`src/rtl/pca_map.vh`:
```
// register map, field positions, reset values and timing for the counter array
`ifndef PCA_MAP_VH
`define PCA_MAP_VH
// special function register addresses
`define PCA_ADDR_CONTROL 8'hD8
`define PCA_ADDR_MODE 8'hD9
`define PCA_ADDR_COUNT_LOW 8'hE9
`define PCA_ADDR_COUNT_HIGH 8'hF9
`define PCA_ADDR_MOD_MODE 8'hDA
`define PCA_ADDR_VAL_LOW 8'hEA
`define PCA_ADDR_VAL_HIGH 8'hFA
// control register fields
`define PCA_CTL_OVF 7
`define PCA_CTL_RUN 6
// mode register fields
`define PCA_MD_IDLE 7
`define PCA_MD_TB_HI 3
`define PCA_MD_TB_LO 1
`define PCA_MD_OVF_IE 0
// module mode register fields
`define PCA_MM_WIDE 7
`define PCA_MM_COMP 6
`define PCA_MM_RISE 5
`define PCA_MM_FALL 4
`define PCA_MM_HIT 3
`define PCA_MM_FLIP 2
`define PCA_MM_PULSE 1
`define PCA_MM_IE 0
// reset values
`define PCA_RST_BYTE 8'h00
`define PCA_RST_MODE 8'h00
// timebase codes
`define PCA_TB_DIV12 3'h0
`define PCA_TB_DIV4 3'h1
`define PCA_TB_T0 3'h2
`define PCA_TB_EXT 3'h3
`define PCA_TB_SYS 3'h4
`define PCA_TB_OSC8 3'h5
// divider terminal counts
`define PCA_DIV12_LAST 4'hB
`define PCA_DIV4_LAST 2'h3
`define PCA_OSC8_LAST 3'h7
// decoded module modes
`define PCA_MODE_NONE 3'h0
`define PCA_MODE_CAPTURE 3'h1
`define PCA_MODE_TIMER 3'h2
`define PCA_MODE_FASTOUT 3'h3
`define PCA_MODE_FREQ 3'h4
`define PCA_MODE_PWM8 3'h5
`define PCA_MODE_WIDE_PULSE_MODE 3'h6
`endif

```
`src/rtl/pca_array.v`:
```
// counter array: timebase, 16-bit counter and five capture/compare modules
`timescale 1ns/1ps
`include "pca_map.vh"
module pca_array (
    input wire i_clock,
    input wire i_srst,
    input wire [7:0] i_sfr_addr,
    input wire i_sfr_wr,
    input wire i_sfr_rd,
    input wire i_sfr_rmw,
    input wire [7:0] i_sfr_wdata,
    output reg [7:0] o_sfr_rdata,
    input wire i_cpu_idle,
    input wire i_global_irq_enable,
    input wire i_array_irq_enable,
    input wire i_timer0_ovf,
    input wire i_ext_count_input,
    input wire i_ext_osc,
    input wire [4:0] i_module_pin,
    output reg o_irq
);

    // decode module mode bits into one mode code
    function [2:0] pca_mode_of;
        input [7:0] m;
        begin
            if (m[`PCA_MM_RISE] || m[`PCA_MM_FALL])
            begin
                if (!m[`PCA_MM_HIT] && !m[`PCA_MM_FLIP] && !m[`PCA_MM_PULSE])
                    pca_mode_of = `PCA_MODE_CAPTURE;
                else
                    pca_mode_of = `PCA_MODE_NONE;
            end
            else if (!m[`PCA_MM_COMP])
                pca_mode_of = `PCA_MODE_NONE;
            else if (m[`PCA_MM_FLIP] && m[`PCA_MM_PULSE])
                pca_mode_of = `PCA_MODE_FREQ;
            else if (m[`PCA_MM_PULSE])
                pca_mode_of = m[`PCA_MM_WIDE] ? `PCA_MODE_WIDE_PULSE_MODE
                                              : `PCA_MODE_PWM8;
            else if (m[`PCA_MM_HIT])
                pca_mode_of = m[`PCA_MM_FLIP] ? `PCA_MODE_FASTOUT
                                              : `PCA_MODE_TIMER;
            else
                pca_mode_of = `PCA_MODE_NONE;
        end
    endfunction

    // address to module index, 3'h7 when not in the given block
    function [2:0] pca_index_of;
        input [7:0] addr;
        input [7:0] base;
        reg [7:0] d;
        begin
            d = addr - base;
            pca_index_of = (d < 8'h05) ? d[2:0] : 3'h7;
        end
    endfunction

    reg [15:0] count;
    reg [7:0] snapshot;
    reg overflow_flag;
    reg counter_run;
    reg idle_suspend;
    reg [2:0] timebase_select;
    reg overflow_irq_enable;
    wire [4:0] event_flag;
    reg [3:0] div_count;
    reg [2:0] osc_div;
    reg osc_s1;
    reg osc_s2;
    reg osc_s3;
    reg ext_s1;
    reg ext_s2;
    reg ext_s3;
    reg tick;
    wire [39:0] all_mode;
    wire [79:0] all_value;
    wire [4:0] hit;
    wire [2:0] mode_idx;
    wire [2:0] low_idx;
    wire [2:0] high_idx;
    wire active;
    wire step;
    wire wrap;
    wire ctl_write;
    wire [4:0] module_irq;

    assign mode_idx = pca_index_of(i_sfr_addr, `PCA_ADDR_MOD_MODE);
    assign low_idx = pca_index_of(i_sfr_addr, `PCA_ADDR_VAL_LOW);
    assign high_idx = pca_index_of(i_sfr_addr, `PCA_ADDR_VAL_HIGH);
    assign ctl_write = i_sfr_wr && (i_sfr_addr == `PCA_ADDR_CONTROL);

    // idle suspend only freezes while the processor really idles
    assign active = counter_run && !(idle_suspend && i_cpu_idle);
    assign step = active && tick;
    assign wrap = step && (count == 16'hFFFF);

    // prescaler for sysclk/12 and sysclk/4, always free running
    always @(posedge i_clock)
    begin
        if (i_srst)
            div_count <= 4'h0;
        else if (div_count == `PCA_DIV12_LAST)
            div_count <= 4'h0;
        else
            div_count <= div_count + 4'h1;
    end

    // oscillator and count input synchronisers; stage one feeds stage two only
    always @(posedge i_clock)
    begin
        if (i_srst)
        begin
            osc_s1 <= 1'b0;
            osc_s2 <= 1'b0;
            osc_s3 <= 1'b0;
            ext_s1 <= 1'b0;
            ext_s2 <= 1'b0;
            ext_s3 <= 1'b0;
        end
        else
        begin
            osc_s1 <= i_ext_osc;
            osc_s2 <= osc_s1;
            osc_s3 <= osc_s2;
            ext_s1 <= i_ext_count_input;
            ext_s2 <= ext_s1;
            ext_s3 <= ext_s2;
        end
    end

    // oscillator rising edges divided by eight; osc must not beat sysclk
    always @(posedge i_clock)
    begin
        if (i_srst)
            osc_div <= 3'h0;
        else if (osc_s2 && !osc_s3)
            osc_div <= osc_div + 3'h1;
    end

    // timebase pulse, one cycle wide, registered so the mux adds no glitch
    always @(posedge i_clock)
    begin
        if (i_srst)
            tick <= 1'b0;
        else
        begin
            case (timebase_select)
                `PCA_TB_DIV12: tick <= (div_count == `PCA_DIV12_LAST);
                `PCA_TB_DIV4: tick <= (div_count[1:0] == `PCA_DIV4_LAST);
                `PCA_TB_T0: tick <= i_timer0_ovf;
                `PCA_TB_EXT: tick <= !ext_s2 && ext_s3;
                `PCA_TB_SYS: tick <= 1'b1;
                `PCA_TB_OSC8: tick <= osc_s2 && !osc_s3 &&
                                      (osc_div == `PCA_OSC8_LAST);
                default: tick <= 1'b0;
            endcase
        end
    end

    // counter; software byte writes take priority over an increment
    always @(posedge i_clock)
    begin
        if (i_srst)
            count <= 16'h0000;
        else if (i_sfr_wr && (i_sfr_addr == `PCA_ADDR_COUNT_LOW))
            count[7:0] <= i_sfr_wdata;
        else if (i_sfr_wr && (i_sfr_addr == `PCA_ADDR_COUNT_HIGH))
            count[15:8] <= i_sfr_wdata;
        else if (step)
            count <= count + 16'h0001;
    end

    // mode register
    always @(posedge i_clock)
    begin
        if (i_srst)
        begin
            idle_suspend <= 1'b0;
            timebase_select <= `PCA_TB_DIV12;
            overflow_irq_enable <= 1'b0;
        end
        else if (i_sfr_wr && (i_sfr_addr == `PCA_ADDR_MODE))
        begin
            idle_suspend <= i_sfr_wdata[`PCA_MD_IDLE];
            timebase_select <= i_sfr_wdata[`PCA_MD_TB_HI:`PCA_MD_TB_LO];
            overflow_irq_enable <= i_sfr_wdata[`PCA_MD_OVF_IE];
        end
    end

    // control register; a plain write loses to a new overflow, but a
    // read-modify-write in flight overwrites it as the hardware does
    always @(posedge i_clock)
    begin
        if (i_srst)
        begin
            overflow_flag <= 1'b0;
            counter_run <= 1'b0;
        end
        else
        begin
            if (ctl_write)
                counter_run <= i_sfr_wdata[`PCA_CTL_RUN];
            if (ctl_write && i_sfr_rmw)
                overflow_flag <= i_sfr_wdata[`PCA_CTL_OVF];
            else if (wrap)
                overflow_flag <= 1'b1;
            else if (ctl_write)
                overflow_flag <= i_sfr_wdata[`PCA_CTL_OVF];
        end
    end

    // per module: pin synchroniser, mode, value pair and event flag
    genvar gi;
    generate
        for (gi = 0; gi < 5; gi = gi + 1)
        begin : g_module
            reg pin_s1;
            reg pin_s2;
            reg pin_s3;
            reg flag;
            reg [7:0] module_mode_reg;
            reg [15:0] value;
            wire [2:0] mode;
            wire rise;
            wire fall;
            wire capture;
            wire match;

            assign mode = pca_mode_of(module_mode_reg);
            assign rise = pin_s2 && !pin_s3;
            assign fall = !pin_s2 && pin_s3;
            // two-stage sync plus edge check needs the two-clock hold
            assign capture = (mode == `PCA_MODE_CAPTURE) && !(idle_suspend &&
                             i_cpu_idle) &&
                             ((rise && module_mode_reg[`PCA_MM_RISE]) ||
                              (fall && module_mode_reg[`PCA_MM_FALL]));
            // compare on the value the counter is about to take
            assign match = step && ((mode == `PCA_MODE_TIMER) ||
                           (mode == `PCA_MODE_FASTOUT)) &&
                           ((count + 16'h0001) == value);
            assign hit[gi] = capture || match;
            assign all_mode[gi*8 +: 8] = module_mode_reg;
            assign all_value[gi*16 +: 16] = value;

            always @(posedge i_clock)
            begin
                if (i_srst)
                begin
                    pin_s1 <= 1'b0;
                    pin_s2 <= 1'b0;
                    pin_s3 <= 1'b0;
                end
                else
                begin
                    pin_s1 <= i_module_pin[gi];
                    pin_s2 <= pin_s1;
                    pin_s3 <= pin_s2;
                end
            end

            // value byte writes also steer the comparator-on bit
            always @(posedge i_clock)
            begin
                if (i_srst)
                    module_mode_reg <= `PCA_RST_MODE;
                else if (i_sfr_wr && (low_idx == gi))
                    module_mode_reg[`PCA_MM_COMP] <= 1'b0;
                else if (i_sfr_wr && (high_idx == gi))
                    module_mode_reg[`PCA_MM_COMP] <= 1'b1;
                else if (i_sfr_wr && (mode_idx == gi))
                    module_mode_reg <= i_sfr_wdata;
            end

            // capture beats a software write in the same cycle
            always @(posedge i_clock)
            begin
                if (i_srst)
                    value <= 16'h0000;
                else if (capture)
                    value <= count;
                else if (i_sfr_wr && (low_idx == gi))
                    value[7:0] <= i_sfr_wdata;
                else if (i_sfr_wr && (high_idx == gi))
                    value[15:8] <= i_sfr_wdata;
            end

            // sticky flag: a new event wins over a software clear
            always @(posedge i_clock)
            begin
                if (i_srst)
                    flag <= 1'b0;
                else if (hit[gi])
                    flag <= 1'b1;
                else if (ctl_write)
                    flag <= i_sfr_wdata[gi];
            end

            assign event_flag[gi] = flag;
            assign module_irq[gi] = flag &&
                                    module_mode_reg[`PCA_MM_IE];
        end
    endgenerate

    // low byte read freezes the high byte for the following read
    always @(posedge i_clock)
    begin
        if (i_srst)
            snapshot <= `PCA_RST_BYTE;
        else if (i_sfr_rd && (i_sfr_addr == `PCA_ADDR_COUNT_LOW))
            snapshot <= count[15:8];
    end

    // read data, valid the cycle after the strobe; unmapped reads zero
    always @(posedge i_clock)
    begin
        if (i_srst)
            o_sfr_rdata <= `PCA_RST_BYTE;
        else if (!i_sfr_rd)
            o_sfr_rdata <= o_sfr_rdata;
        else if (i_sfr_addr == `PCA_ADDR_CONTROL)
            o_sfr_rdata <= {overflow_flag, counter_run, 1'b0, event_flag};
        else if (i_sfr_addr == `PCA_ADDR_MODE)
            o_sfr_rdata <= {idle_suspend, 3'h0, timebase_select,
                            overflow_irq_enable};
        else if (i_sfr_addr == `PCA_ADDR_COUNT_LOW)
            o_sfr_rdata <= count[7:0];
        else if (i_sfr_addr == `PCA_ADDR_COUNT_HIGH)
            o_sfr_rdata <= snapshot;
        else if (mode_idx != 3'h7)
            o_sfr_rdata <= all_mode[mode_idx*8 +: 8];
        else if (low_idx != 3'h7)
            o_sfr_rdata <= all_value[low_idx*16 +: 8];
        else if (high_idx != 3'h7)
            o_sfr_rdata <= all_value[high_idx*16+8 +: 8];
        else
            o_sfr_rdata <= `PCA_RST_BYTE;
    end

    // one interrupt line behind both processor enables
    always @(posedge i_clock)
    begin
        if (i_srst)
            o_irq <= 1'b0;
        else
            o_irq <= i_global_irq_enable && i_array_irq_enable &&
                     ((overflow_flag && overflow_irq_enable) ||
                      (|module_irq));
    end

endmodule // pca_array

```
`config.mk`:
```
export PLATFORM = sky130hd
export DESIGN_NAME = pca_array
export DESIGN_NICKNAME = d
export VERILOG_FILES = /design/src/rtl/pca_array.v
export VERILOG_INCLUDE_DIRS = /design/src /design/src/rtl
export SDC_FILE = /design/constraint.sdc
export NUM_CORES = 1
export LEC_CHECK = 0
export ABC_AREA = 1
export BUFFER_PORTS_ARGS = -buffer_cell sky130_fd_sc_hd__buf_4
export CAP_MARGIN = 25
export CORE_MARGIN = 3
export CORE_UTILIZATION = 45
export DETAILED_ROUTE_END_ITERATION = 6
export GPL_ROUTABILITY_DRIVEN = 0
export PLACE_DENSITY = 0.63
export SYNTH_ARGS = -nofsm -noshare
export SYNTH_HDL_FRONTEND = slang
export SYNTH_SLANG_ARGS = --single-unit
```
`constraint.sdc`:
```
create_clock -name i_clock -period 4.1 [get_ports i_clock]
set_input_delay 0.205 -clock i_clock [delete_from_list [all_inputs] [get_ports i_clock]]
set_output_delay 0.205 -clock i_clock [all_outputs]
set_load 0.02 [all_outputs]
```
==> flow_summary_export.csv, run 1 <==
group,metric,value,unit
detailed_routing,drc,2,
sta,worst_pin_slew,0.858,ns
synthesis,ys.warnings.count,0,
outcome,violations,"DRC",
critical_path,cp_max_fo,14,
place,place_area,11600,um2
global_routing,grt_pass1_wl,66300,um
detailed_routing,via_per_inst,5.96,
synthesis,synth-edff-count,0,
sta,slew_headroom,0.423,
sta,clock.fmax,0.300,GHz
synthesis,synth_fp_nets,1746,
detailed_routing,ant_nets,0,
sta,timing.hold.ws,0.0473,ns
critical_path,crit_type,"flip-flop to flip-flop",
hold_path,holdPathEnd,"idle_suspend",
global_routing,antenna_found_initial,1,
detailed_routing,drtPass1Iterations,7,
clock_network,cts.path.max_buffers,2,
run,maxCapViolations,0,
sta,finalSetupViolations,0,
clock_network,cts.sinks,194,
synthesis,ys_async_sr_fraction,0,
critical_path,reg2reg_depth,15,
critical_path,arrival,3.71,ns
global_routing,grt_max_degree,70,
synthesis,avgSynthCellArea,6.49,um2
critical_path,startpoint_type,"flip-flop",
die,ios,41,
critical_path,worstSetupStartpoint,"count[0]",
clock_network,clkLatencyLatePin,0.46,ns
synthesis,ys_types,46,
die,start_util,0.466,
sta,skew,0.0138,ns
outcome,outcome,"finished with violations",
detailed_routing,drtIter0Drc,1782,
critical_path,r2r-start,"count[0]",
die,die_h,163,um
place,dp_hpwl,32900,um
clock_network,htree_levels,4,
finish,fin_util,0.518,
clock_network,cts-resized-gates,0,
finish,drive_gt1_frac,0.0885,
critical_path,r2r_slack,0.76,ns
global_routing,grt_usage,0.327,
synthesis,ys.flop_type,"dfxtp_1",
finish,syn2layout_area_growth,11.3,%
synthesis,synth_cells,1709,
clock_network,clk_pin_slew,0.09,ns
synthesis,synth_area,11100,um2
sta,finalHoldViolCount,0,
critical_path,slowest_delay,0.68,ns
clock_network,tritoncts,"yes",
hold_path,hold_path_startpoint,"i_sfr_wdata[7]",
finish,largest_reg_flops,80,
synthesis,ys_top_cells_by_count,"nand2_1 (386), nor2_1 (228), dfxtp_1 (194), inv_1 (164), a21oi_1 (162)",
synthesis,yosysMostFrequentCell,"nand2_1",
detailed_routing,vias,12300,
critical_path,reg2reg_to,"g_module[4].flag",
synthesis,ys_ff_latch,194,
synthesis,synth_area_leader_cell,"dfxtp_1",
die,rows,56,
power_and_ir_drop,p_leak,4.76,nW
die,core_region_area,23800,um2
synthesis,synth_top_area_frac,0.350,
clock_network,cts_root_buf,"clkbuf_16",
global_routing,grt_pass1_vias,11100,
sta,finalSetupTns,0,ns
hold_path,hold_depth,3,
global_routing,overflow,0,
die,dieArea,26600,um2
power_and_ir_drop,ir_drop,0.000194,V
sta,rsz0062_at_grt,"false",
sta,slew_violations,0,
clock_network,post_cts_buffers,0,
synthesis,seq_area_frac_synth,0.350,
die,die_w,163,um
sta,layout_min_cycle_time,3.34,ns
clock_network,cts_made_buffers,17,
synthesis,synth.area.top_cells,"dfxtp_1 (35%), nand2_1 (13%), nor2_1 (7.7%)",
place,port_buffers,40,
critical_path,critPathSlowestCell,"dfxtp_1",
critical_path,worstPathCellList,"ha_1 > nand2_1 > inv_1 > nand3_1 > nor2_1 > inv_1 > nand2_1 > nand2_1 > inv_1 > nor2_1 > a211oi_1 > nand4_1 > nor2_1 > nand4_1 > a21oi_1",
finish,design_area,12400,um2
sta,post-route-period-util,0.814,
power_and_ir_drop,p_per_area,325,nW/um2
finish,nNetsFinal,1765,
detailed_routing,wl,43700,um
hold_path,hp-class,"input port to flip-flop",
detailed_routing,wl_per_cell,21.2,um
critical_path,cp.required,4.47,ns
finish,diodes,0,
clock_network,hold_buffers,9,
critical_path,cp-end-kind,"flip-flop",
power_and_ir_drop,p_total,4.01,mW
worst max-delay path by stage:
| stage | cells past startpoint | to |
|---|---|---|
| after global routing | 15 | g_module[4].flag |
| after floorplan | 15 | g_module[3].module_mode_reg[3] |
| final | 15 | g_module[4].flag |
| after detailed placement | 20 | o_sfr_rdata[7] |
| after CTS | 15 | g_module[4].flag |
| after global placement | 20 | o_sfr_rdata[7] |
critical path: cells and delay by family (launching register included):
family / cells / cell delay (ns)
simple gates: 9 / 1.26
compound gates: 2 / 0.50
buf+inv: 3 / 0.55
fa+ha+maj: 1 / 0.27
flops: 1 / 0.68
power breakdown:
| part | switching, mW | internal (mW) |
|---|---|---|
| Sequential | 0.00904 | 1.90 |
| Clock | 0.944 | 0.866 |
| Combinational | 0.222 | 0.0719 |
| Total | 1.17 | 2.84 |
through the flow:
stage	worst slack [ns]	instances
6_report	0.764	2060
5_1_grt	0.688	2060
4_1_cts	0.962	2060
3_5_place_dp	0.806	2019
3_3_place_gp	0.873	2019
2_1_floorplan	1.81	1709
cell type report:
class / instances / area [um2]
fillers: 2479 / 11500
multi-input cells: 1256 / 6210
flip-flops and latches: 194 / 3880
inverters: 198 / 743
repair buffers: 61 / 480
clock buffers: 18 / 439
well taps: 319 / 399
clock inverters: 14 / 190
kinds of logic after synthesis:
family,Yosys count,synth area share
AND/OR/NAND/NOR,817,0.322
buffers and inverters,259,0.0902
AO/OA/AOI/OAI,404,0.208
adder cells (fa/ha/maj),5,0.00564
XOR/XNOR,30,0.0243
flip-flops,194,0.350
metal layers:
layer / share of wire / up-vias / GRT usage
li1: - / 5749 / -
met1: 0.42 / 5627 / 0.456
met2: 0.41 / 759 / 0.481
met3: 0.12 / 142 / 0.0718
met4: 0.053 / 0 / 0.153
met5: 0 / - / 0
cells in the final DEF (no fill, tap or decap), types with 3 or more instances in the layout:
cell / count
dfxtp_1: 194
o211ai_1: 10
o21ai_1: 4
o31ai_1: 7
o22ai_1: 19
nand3_1: 76
clkbuf_16: 17
o2111ai_1: 5
clkinv_1: 14
a22oi_1: 39
inv_6: 3
inv_1: 164
nor3_2: 3
a211oi_1: 6
nor2_4: 6
ha_1: 5
nand2_1: 386
buf_4: 52
a31oi_1: 20
clkinv_8: 4
nor4_1: 9
nand2_2: 10
xnor2_1: 8
a221oi_1: 7
nor2_2: 14
inv_12: 4
a21oi_1: 162
o21ai_0: 117
nand2_4: 3
nor2_1: 228
or2_2: 5
dlygate4sd3_1: 9
inv_2: 20
xor2_1: 21
inv_8: 3
nor3_1: 10
nand4_1: 61
Power figures use the tool's default switching activity.
==> run 2, diff against run 1 <==
- ABC_AREA: 1 -> 0
- PLACE_DENSITY: 0.63 -> 0.65
- clock period: 4.1 -> 2.7 ns (I/O delays scaled with it)
==> run 2 against run 1 <==
Against the previous run: the run still ends with DRC left; total power is 54% higher; critical path type unchanged; global-route usage is 2.2 points lower; worst hold slack worse by 0.023 ns; synthesized area is 8.1% higher; sequential power is 52% higher.
==> flow_summary_export.csv, run 2 <==
group,metric,value,unit
outcome,outcome,"finished with violations",
outcome,violations,"DRC",
synthesis,synth_top_family_by_area,"simple AND/OR/NAND/NOR gates",
synthesis,synth-edff-count,0,
sta,skew,0.0138,ns
synthesis,ys_async_sr_fraction,0,
synthesis,yosysMostFrequentCell,"dfxtp_1",
critical_path,cp_max_fo,10,
hold_path,hp-class,"input port to flip-flop",
finish,drive_gt1_frac,0.153,
sta,rsz0062_at_grt,"false",
die,die_h,169,um
clock_network,cts_made_buffers,17,
critical_path,slowest_delay,0.49,ns
global_routing,top_usage_layer,"met2",
critical_path,cp.required,3.11,ns
synthesis,synthAdderAreaFrac,0.00521,
critical_path,critPathSlowestCell,"dfxtp_1",
sta,finalHoldViolCount,0,
global_routing,grt_pass1_wl,67400,um
synthesis,avgSynthCellArea,8.34,um2
place,dp_hpwl,31600,um
finish,fin_util,0.524,
die,rows,59,
clock_network,cts.sinks,194,
synthesis,ys_top_cells_by_count,"dfxtp_1 (194), nor2_1 (181), nand2_1 (127), mux2i_1 (103), clkbuf_1 (88)",
clock_network,post_cts_buffers,0,
clock_network,clk_pin_slew,0.09,ns
run,maxCapViolations,0,
clock_network,cts_root_buf,"clkbuf_16",
critical_path,cp-end-kind,"flip-flop",
critical_path,arrival,3.00,ns
die,dieArea,28700,um2
place,port_buffers,40,
critical_path,cp_top_family,"simple AND/OR/NAND/NOR gates",
synthesis,seq_area_frac_synth,0.324,
critical_path,worstPathCellList,"nand4_2 > buf_4 > nor4_4 > xnor2_1 > o22ai_1 > nor4_1 > a31o_1",
sta,worst_pin_slew,0.694,ns
synthesis,ys_ff_latch,194,
detailed_routing,vias,12000,
clock_network,cts.path.max_buffers,2,
sta,slew_violations,0,
sta,finalSetupTns,0,ns
synthesis,synth_compound_area_frac,0.186,
synthesis,synth_area,12000,um2
synthesis,synth.area.top_cells,"dfxtp_1 (32%), mux2i_1 (8.6%), nor2_1 (5.7%)",
die,start_util,0.459,
finish,largest_reg_flops,80,
power_and_ir_drop,p_per_area,452,nW/um2
detailed_routing,wl_per_cell,24.6,um
finish,diodes,0,
global_routing,grtUsageMet1,0.411,
die,core_region_area,26100,um2
power_and_ir_drop,ir_drop,0.000384,V
finish,nNetsFinal,1511,
sta,finalSetupViolations,0,
critical_path,path_buf_inv,1,
global_routing,overflow,0,
global_routing,grt_pass1_vias,11000,
critical_path,crit_type,"flip-flop to flip-flop",
detailed_routing,via_per_inst,6.56,
sta,layout_min_cycle_time,2.59,ns
global_routing,grt_max_degree,70,
clock_network,htree_levels,4,
synthesis,synth_fp_nets,1476,
synthesis,ys.flop_type,"dfxtp_1",
synthesis,synth_top_area_frac,0.324,
critical_path,startpoint_type,"flip-flop",
synthesis,synthSimpleGateAreaFrac,0.244,
detailed_routing,drtPass1Iterations,7,
detailed_routing,wl,44900,um
finish,layout_common_cells,"dfxtp_1 (194), nor2_1 (181), buf_4 (141), nand2_1 (127), mux2i_1 (103)",
power_and_ir_drop,p_leak,5.20,nW
detailed_routing,ant_nets,0,
finish,layout_commonest_cell,"dfxtp_1",
sta,slew_headroom,0.526,
sta,clock.fmax,0.386,GHz
synthesis,muxShareOfSynthArea,0.116,
die,die_w,169,um
synthesis,synth_area_leader_cell,"dfxtp_1",
sta,post-route-period-util,0.961,
synthesis,synth_cells,1439,
global_routing,met2_usage,0.474,
synthesis,ys.warnings.count,0,
clock_network,tritoncts,"yes",
global_routing,grt_usage,0.306,
clock_network,clkLatencyLatePin,0.46,ns
die,ios,41,
detailed_routing,drc,15,
global_routing,antenna_found_initial,1,
detailed_routing,drtIter0Drc,1962,
global_routing,grt_use_met3,0.0603,
synthesis,ys_types,84,
finish,syn2layout_area_growth,14.1,%
synthesis,yosys.area_share.xor_xnor,0.0700,
-- run 2: cells by family after synthesis --
logic type | count (synthesis)
adder cells (fa/ha/maj) | 5
XOR/XNOR | 83
multiplexers | 121
flip-flops | 194
buffers and inverters | 153
AO/OA/AOI/OAI | 307
AND/OR/NAND/NOR | 576
-- run 2: where the power goes --
group / total, mW / internal (mW) / switching, mW
Clock: 2.82 / 1.32 / 1.49
Combinational: 0.468 / 0.151 / 0.316
Sequential: 2.90 / 2.88 / 0.0155
-- run 2: per-layer routing --
layer,vias up,routed length (um)
met3,172,4940
li1,5352,-
met1,5647,17700
met5,-,11
met4,2,2480
met2,780,19800
-- run 2: worst reg2reg max path, stage by stage, from the launching register on --
cell and delay [ns]:
dfxtp_1 0.49, nand4_2 0.24, buf_4 0.26, nor4_4 0.36
xnor2_1 0.35, o22ai_1 0.16, nor4_1 0.48, a31o_1 0.20
-- run 2: layout make-up --
class                   count  area (um2)
clock buffers              17         425
clock inverters            15         229
fillers                  2464       12400
inverters                  18        67.6
multi-input cells        1092        7500
flip-flops and latches    194        3880
well taps                 335         419
repair buffers            151        1160
-- run 2: repair_timing --
item	4_1_cts	5_1_grt
hold buffers	9	0
hold endpoints to repair	8	0
endpoints found under the setup margin	0	1
gates resized for setup	0	4
-- run 2: final timing paths --
| path | start | to | slack, ns | depth (start not counted) |
|---|---|---|---|---|
| setup / recovery | count[3] | g_module[0].flag | 0.11 | 7 |
| hold / removal | i_sfr_rmw | overflow_flag | 0.02 | 3 |
| setup reg to reg | count[3] | g_module[0].flag | 0.11 | 7 |
| hold reg to reg | g_module[4].pin_s1 | g_module[4].pin_s2 | 0.44 | 1 |
-- run 2: stage by stage --
step	instances	instance area [um2]	setup WS [ns]	hold WS [ns]	power, mW
floorplan	1439	12000	0.0112	0.253	3.23
global placement	1781	12900	0.00571	0.347	3.40
detailed placement	1781	12900	0.0432	0.351	3.40
CTS	1822	13700	0.00699	0.0251	6.18
global route	1822	13700	0.0150	0.0313	6.34
finish	1822	13700	0.106	0.0246	6.18
==> run 3, diff against run 2 <==
--- a/config.mk
+++ b/config.mk
@@ -9,3 +9,2 @@
 export ABC_AREA = 0
-export BUFFER_PORTS_ARGS = -buffer_cell sky130_fd_sc_hd__buf_4
 export CAP_MARGIN = 25
@@ -14,4 +13,5 @@
 export DETAILED_ROUTE_END_ITERATION = 6
+export DONT_BUFFER_PORTS = 1
 export GPL_ROUTABILITY_DRIVEN = 0
-export PLACE_DENSITY = 0.65
+export PLACE_DENSITY = 0.64
 export SYNTH_ARGS = -nofsm -noshare
==> constraint.sdc (replaced) <==
create_clock -name i_clock -period 2.7 [get_ports i_clock]
set_input_delay 0.54 -clock i_clock [delete_from_list [all_inputs] [get_ports i_clock]]
set_output_delay 0.54 -clock i_clock [all_outputs]
set_load 0.02 [all_outputs]
==> run 3 against run 2 <==
Against the previous run: register-to-register slack hardly changed; count of clock-buffer cells in the layout unchanged; largest power group unchanged; sequential power is essentially flat; the flow still finishes with violations (DRC); highest routed layer is now met4; critical endpoint is now g_module[1].flag.
==> flow_summary_export.csv, run 3 (synthesis results as in run 2) <==
group,metric,value,unit
place,place_area,12700,um2
power_and_ir_drop,p_leak,4.97,nW
clock_network,clk_pin_slew,0.09,ns
global_routing,grt_usage,0.307,
sta,slew_headroom,0.534,
detailed_routing,wl,44400,um
sta,fin_ws,0.0971,ns
finish,design_area,13400,um2
sta,worst_pin_slew,0.694,ns
die,die_h,169,um
die,rows,59,
power_and_ir_drop,p_total,5.84,mW
outcome,violations,"DRC",
critical_path,cp_max_fo,6,
finish,largest_reg_flops,80,
detailed_routing,via_per_inst,6.64,
global_routing,grt_pass1_wl,67600,um
die,die_w,169,um
outcome,outcome,"finished with violations",
run,maxCapViolations,0,
finish,drive_gt1_frac,0.135,
die,core_region_area,26100,um2
detailed_routing,ant_nets,0,
die,start_util,0.459,
clock_network,clkLatencyLatePin,0.45,ns
place,place_inst,1739,
sta,layout_min_cycle_time,2.60,ns
clock_network,hold_buffers,0,
sta,finalSetupTns,0,ns
detailed_routing,wl_per_cell,25.1,um
sta,slew_violations,0,
global_routing,grt_pass1_vias,10800,
finish,fin_util,0.512,
clock_network,cts.path.max_buffers,2,
die,dieArea,28700,um2
clock_network,cts_root_buf,"clkbuf_16",
finish,nNetsFinal,1460,
global_routing,overflow,0,
finish,layout_common_cells,"dfxtp_1 (194), nor2_1 (181), nand2_1 (127), mux2i_1 (103), buf_4 (94)",
clock_network,htree_levels,4,
finish,layout_commonest_cell,"dfxtp_1",
finish,syn2layout_area_growth,11.5,%
sta,finalSetupViolations,0,
finish,fill_cells,2457,
detailed_routing,drc,1,
clock_network,cts.sinks,194,
sta,rsz0062_at_grt,"false",
hold_path,hp-class,"input port to flip-flop",
finish,multi_input_area,7560,um2
sta,clock.fmax,0.384,GHz
finish,register_area,3880,um2
sta,finalHoldViolCount,0,
critical_path,cp.required,3.09,ns
global_routing,antenna_found_initial,0,
critical_path,arrival,3.00,ns
sta,post-route-period-util,0.964,
critical_path,crit_type,"flip-flop to flip-flop",
sta,timing.hold.ws,0.154,ns
detailed_routing,drtPass1Iterations,7,
finish,stdcell_count,1772,
sta,skew,0.0138,ns
power_and_ir_drop,p_per_area,437,nW/um2
die,ios,41,
detailed_routing,vias,11800,
clock_network,tritoncts,"yes",
critical_path,startpoint_type,"flip-flop",
place,dp_slack,-0.0377,ns
power_and_ir_drop,ir_drop,0.000383,V
critical_path,cp-end-kind,"flip-flop",
detailed_routing,drtIter0Drc,1711,
clock_network,cts_made_buffers,17,
global_routing,grt_max_degree,197,
place,port_buffers,0,
place,dp_hpwl,30700,um
-- run 3: repair_timing --
item                                    in CTS  in global routing
endpoints found under the setup margin       1                  3
gates cloned                                 0                  0
gates resized for setup                      2                  3
buffers inserted                             0                  0
-- run 3: routing by layer --
layer / up-vias / wire length [um] / GRT usage
li1: 5217 / - / -
met1: 5661 / 18300 / 0.432
met2: 756 / 19300 / 0.456
met3: 139 / 4800 / 0.0662
met4: 0 / 2030 / 0.128
met5: - / 0 / 0
-- run 3: where the power goes --
| group | switching (mW) | total (mW) | internal [mW] |
|---|---|---|---|
| combinational | 0.136 | 0.242 | 0.106 |
| clock | 1.42 | 2.70 | 1.28 |
| sequential | 0.0192 | 2.90 | 2.88 |
-- run 3: final timing paths --
path	endpoint	slack (ns)	cells past startpoint	start
worst max-delay path	g_module[1].flag	0.1	8	count[0]
worst max register to register	g_module[1].flag	0.1	8	count[0]
worst min-delay path	g_module[2].pin_s1	0.15	1	i_srst
worst min register to register	osc_s2	0.44	1	osc_s1
-- run 3: final cells by class --
class	count	share of cell area
Sequential cell	194	0.290
Multi-Input combinational cell	1092	0.565
Inverter	18	0.00542
Clock inverter	15	0.0148
Antenna cell	1	0.000187
Tap cell	335	0.0313
Clock buffer	17	0.0318
Timing Repair Buffer	100	0.0617
-- run 3: critical path, cell delays in order (launching register included) --
cell and delay (ns):
dfxtp_1 0.37, ha_2 0.29, nand3_4 0.19, buf_4 0.22
xnor2_1 0.12, or4_1 0.52, a311o_1 0.35, nor4_1 0.29
a31o_1 0.19
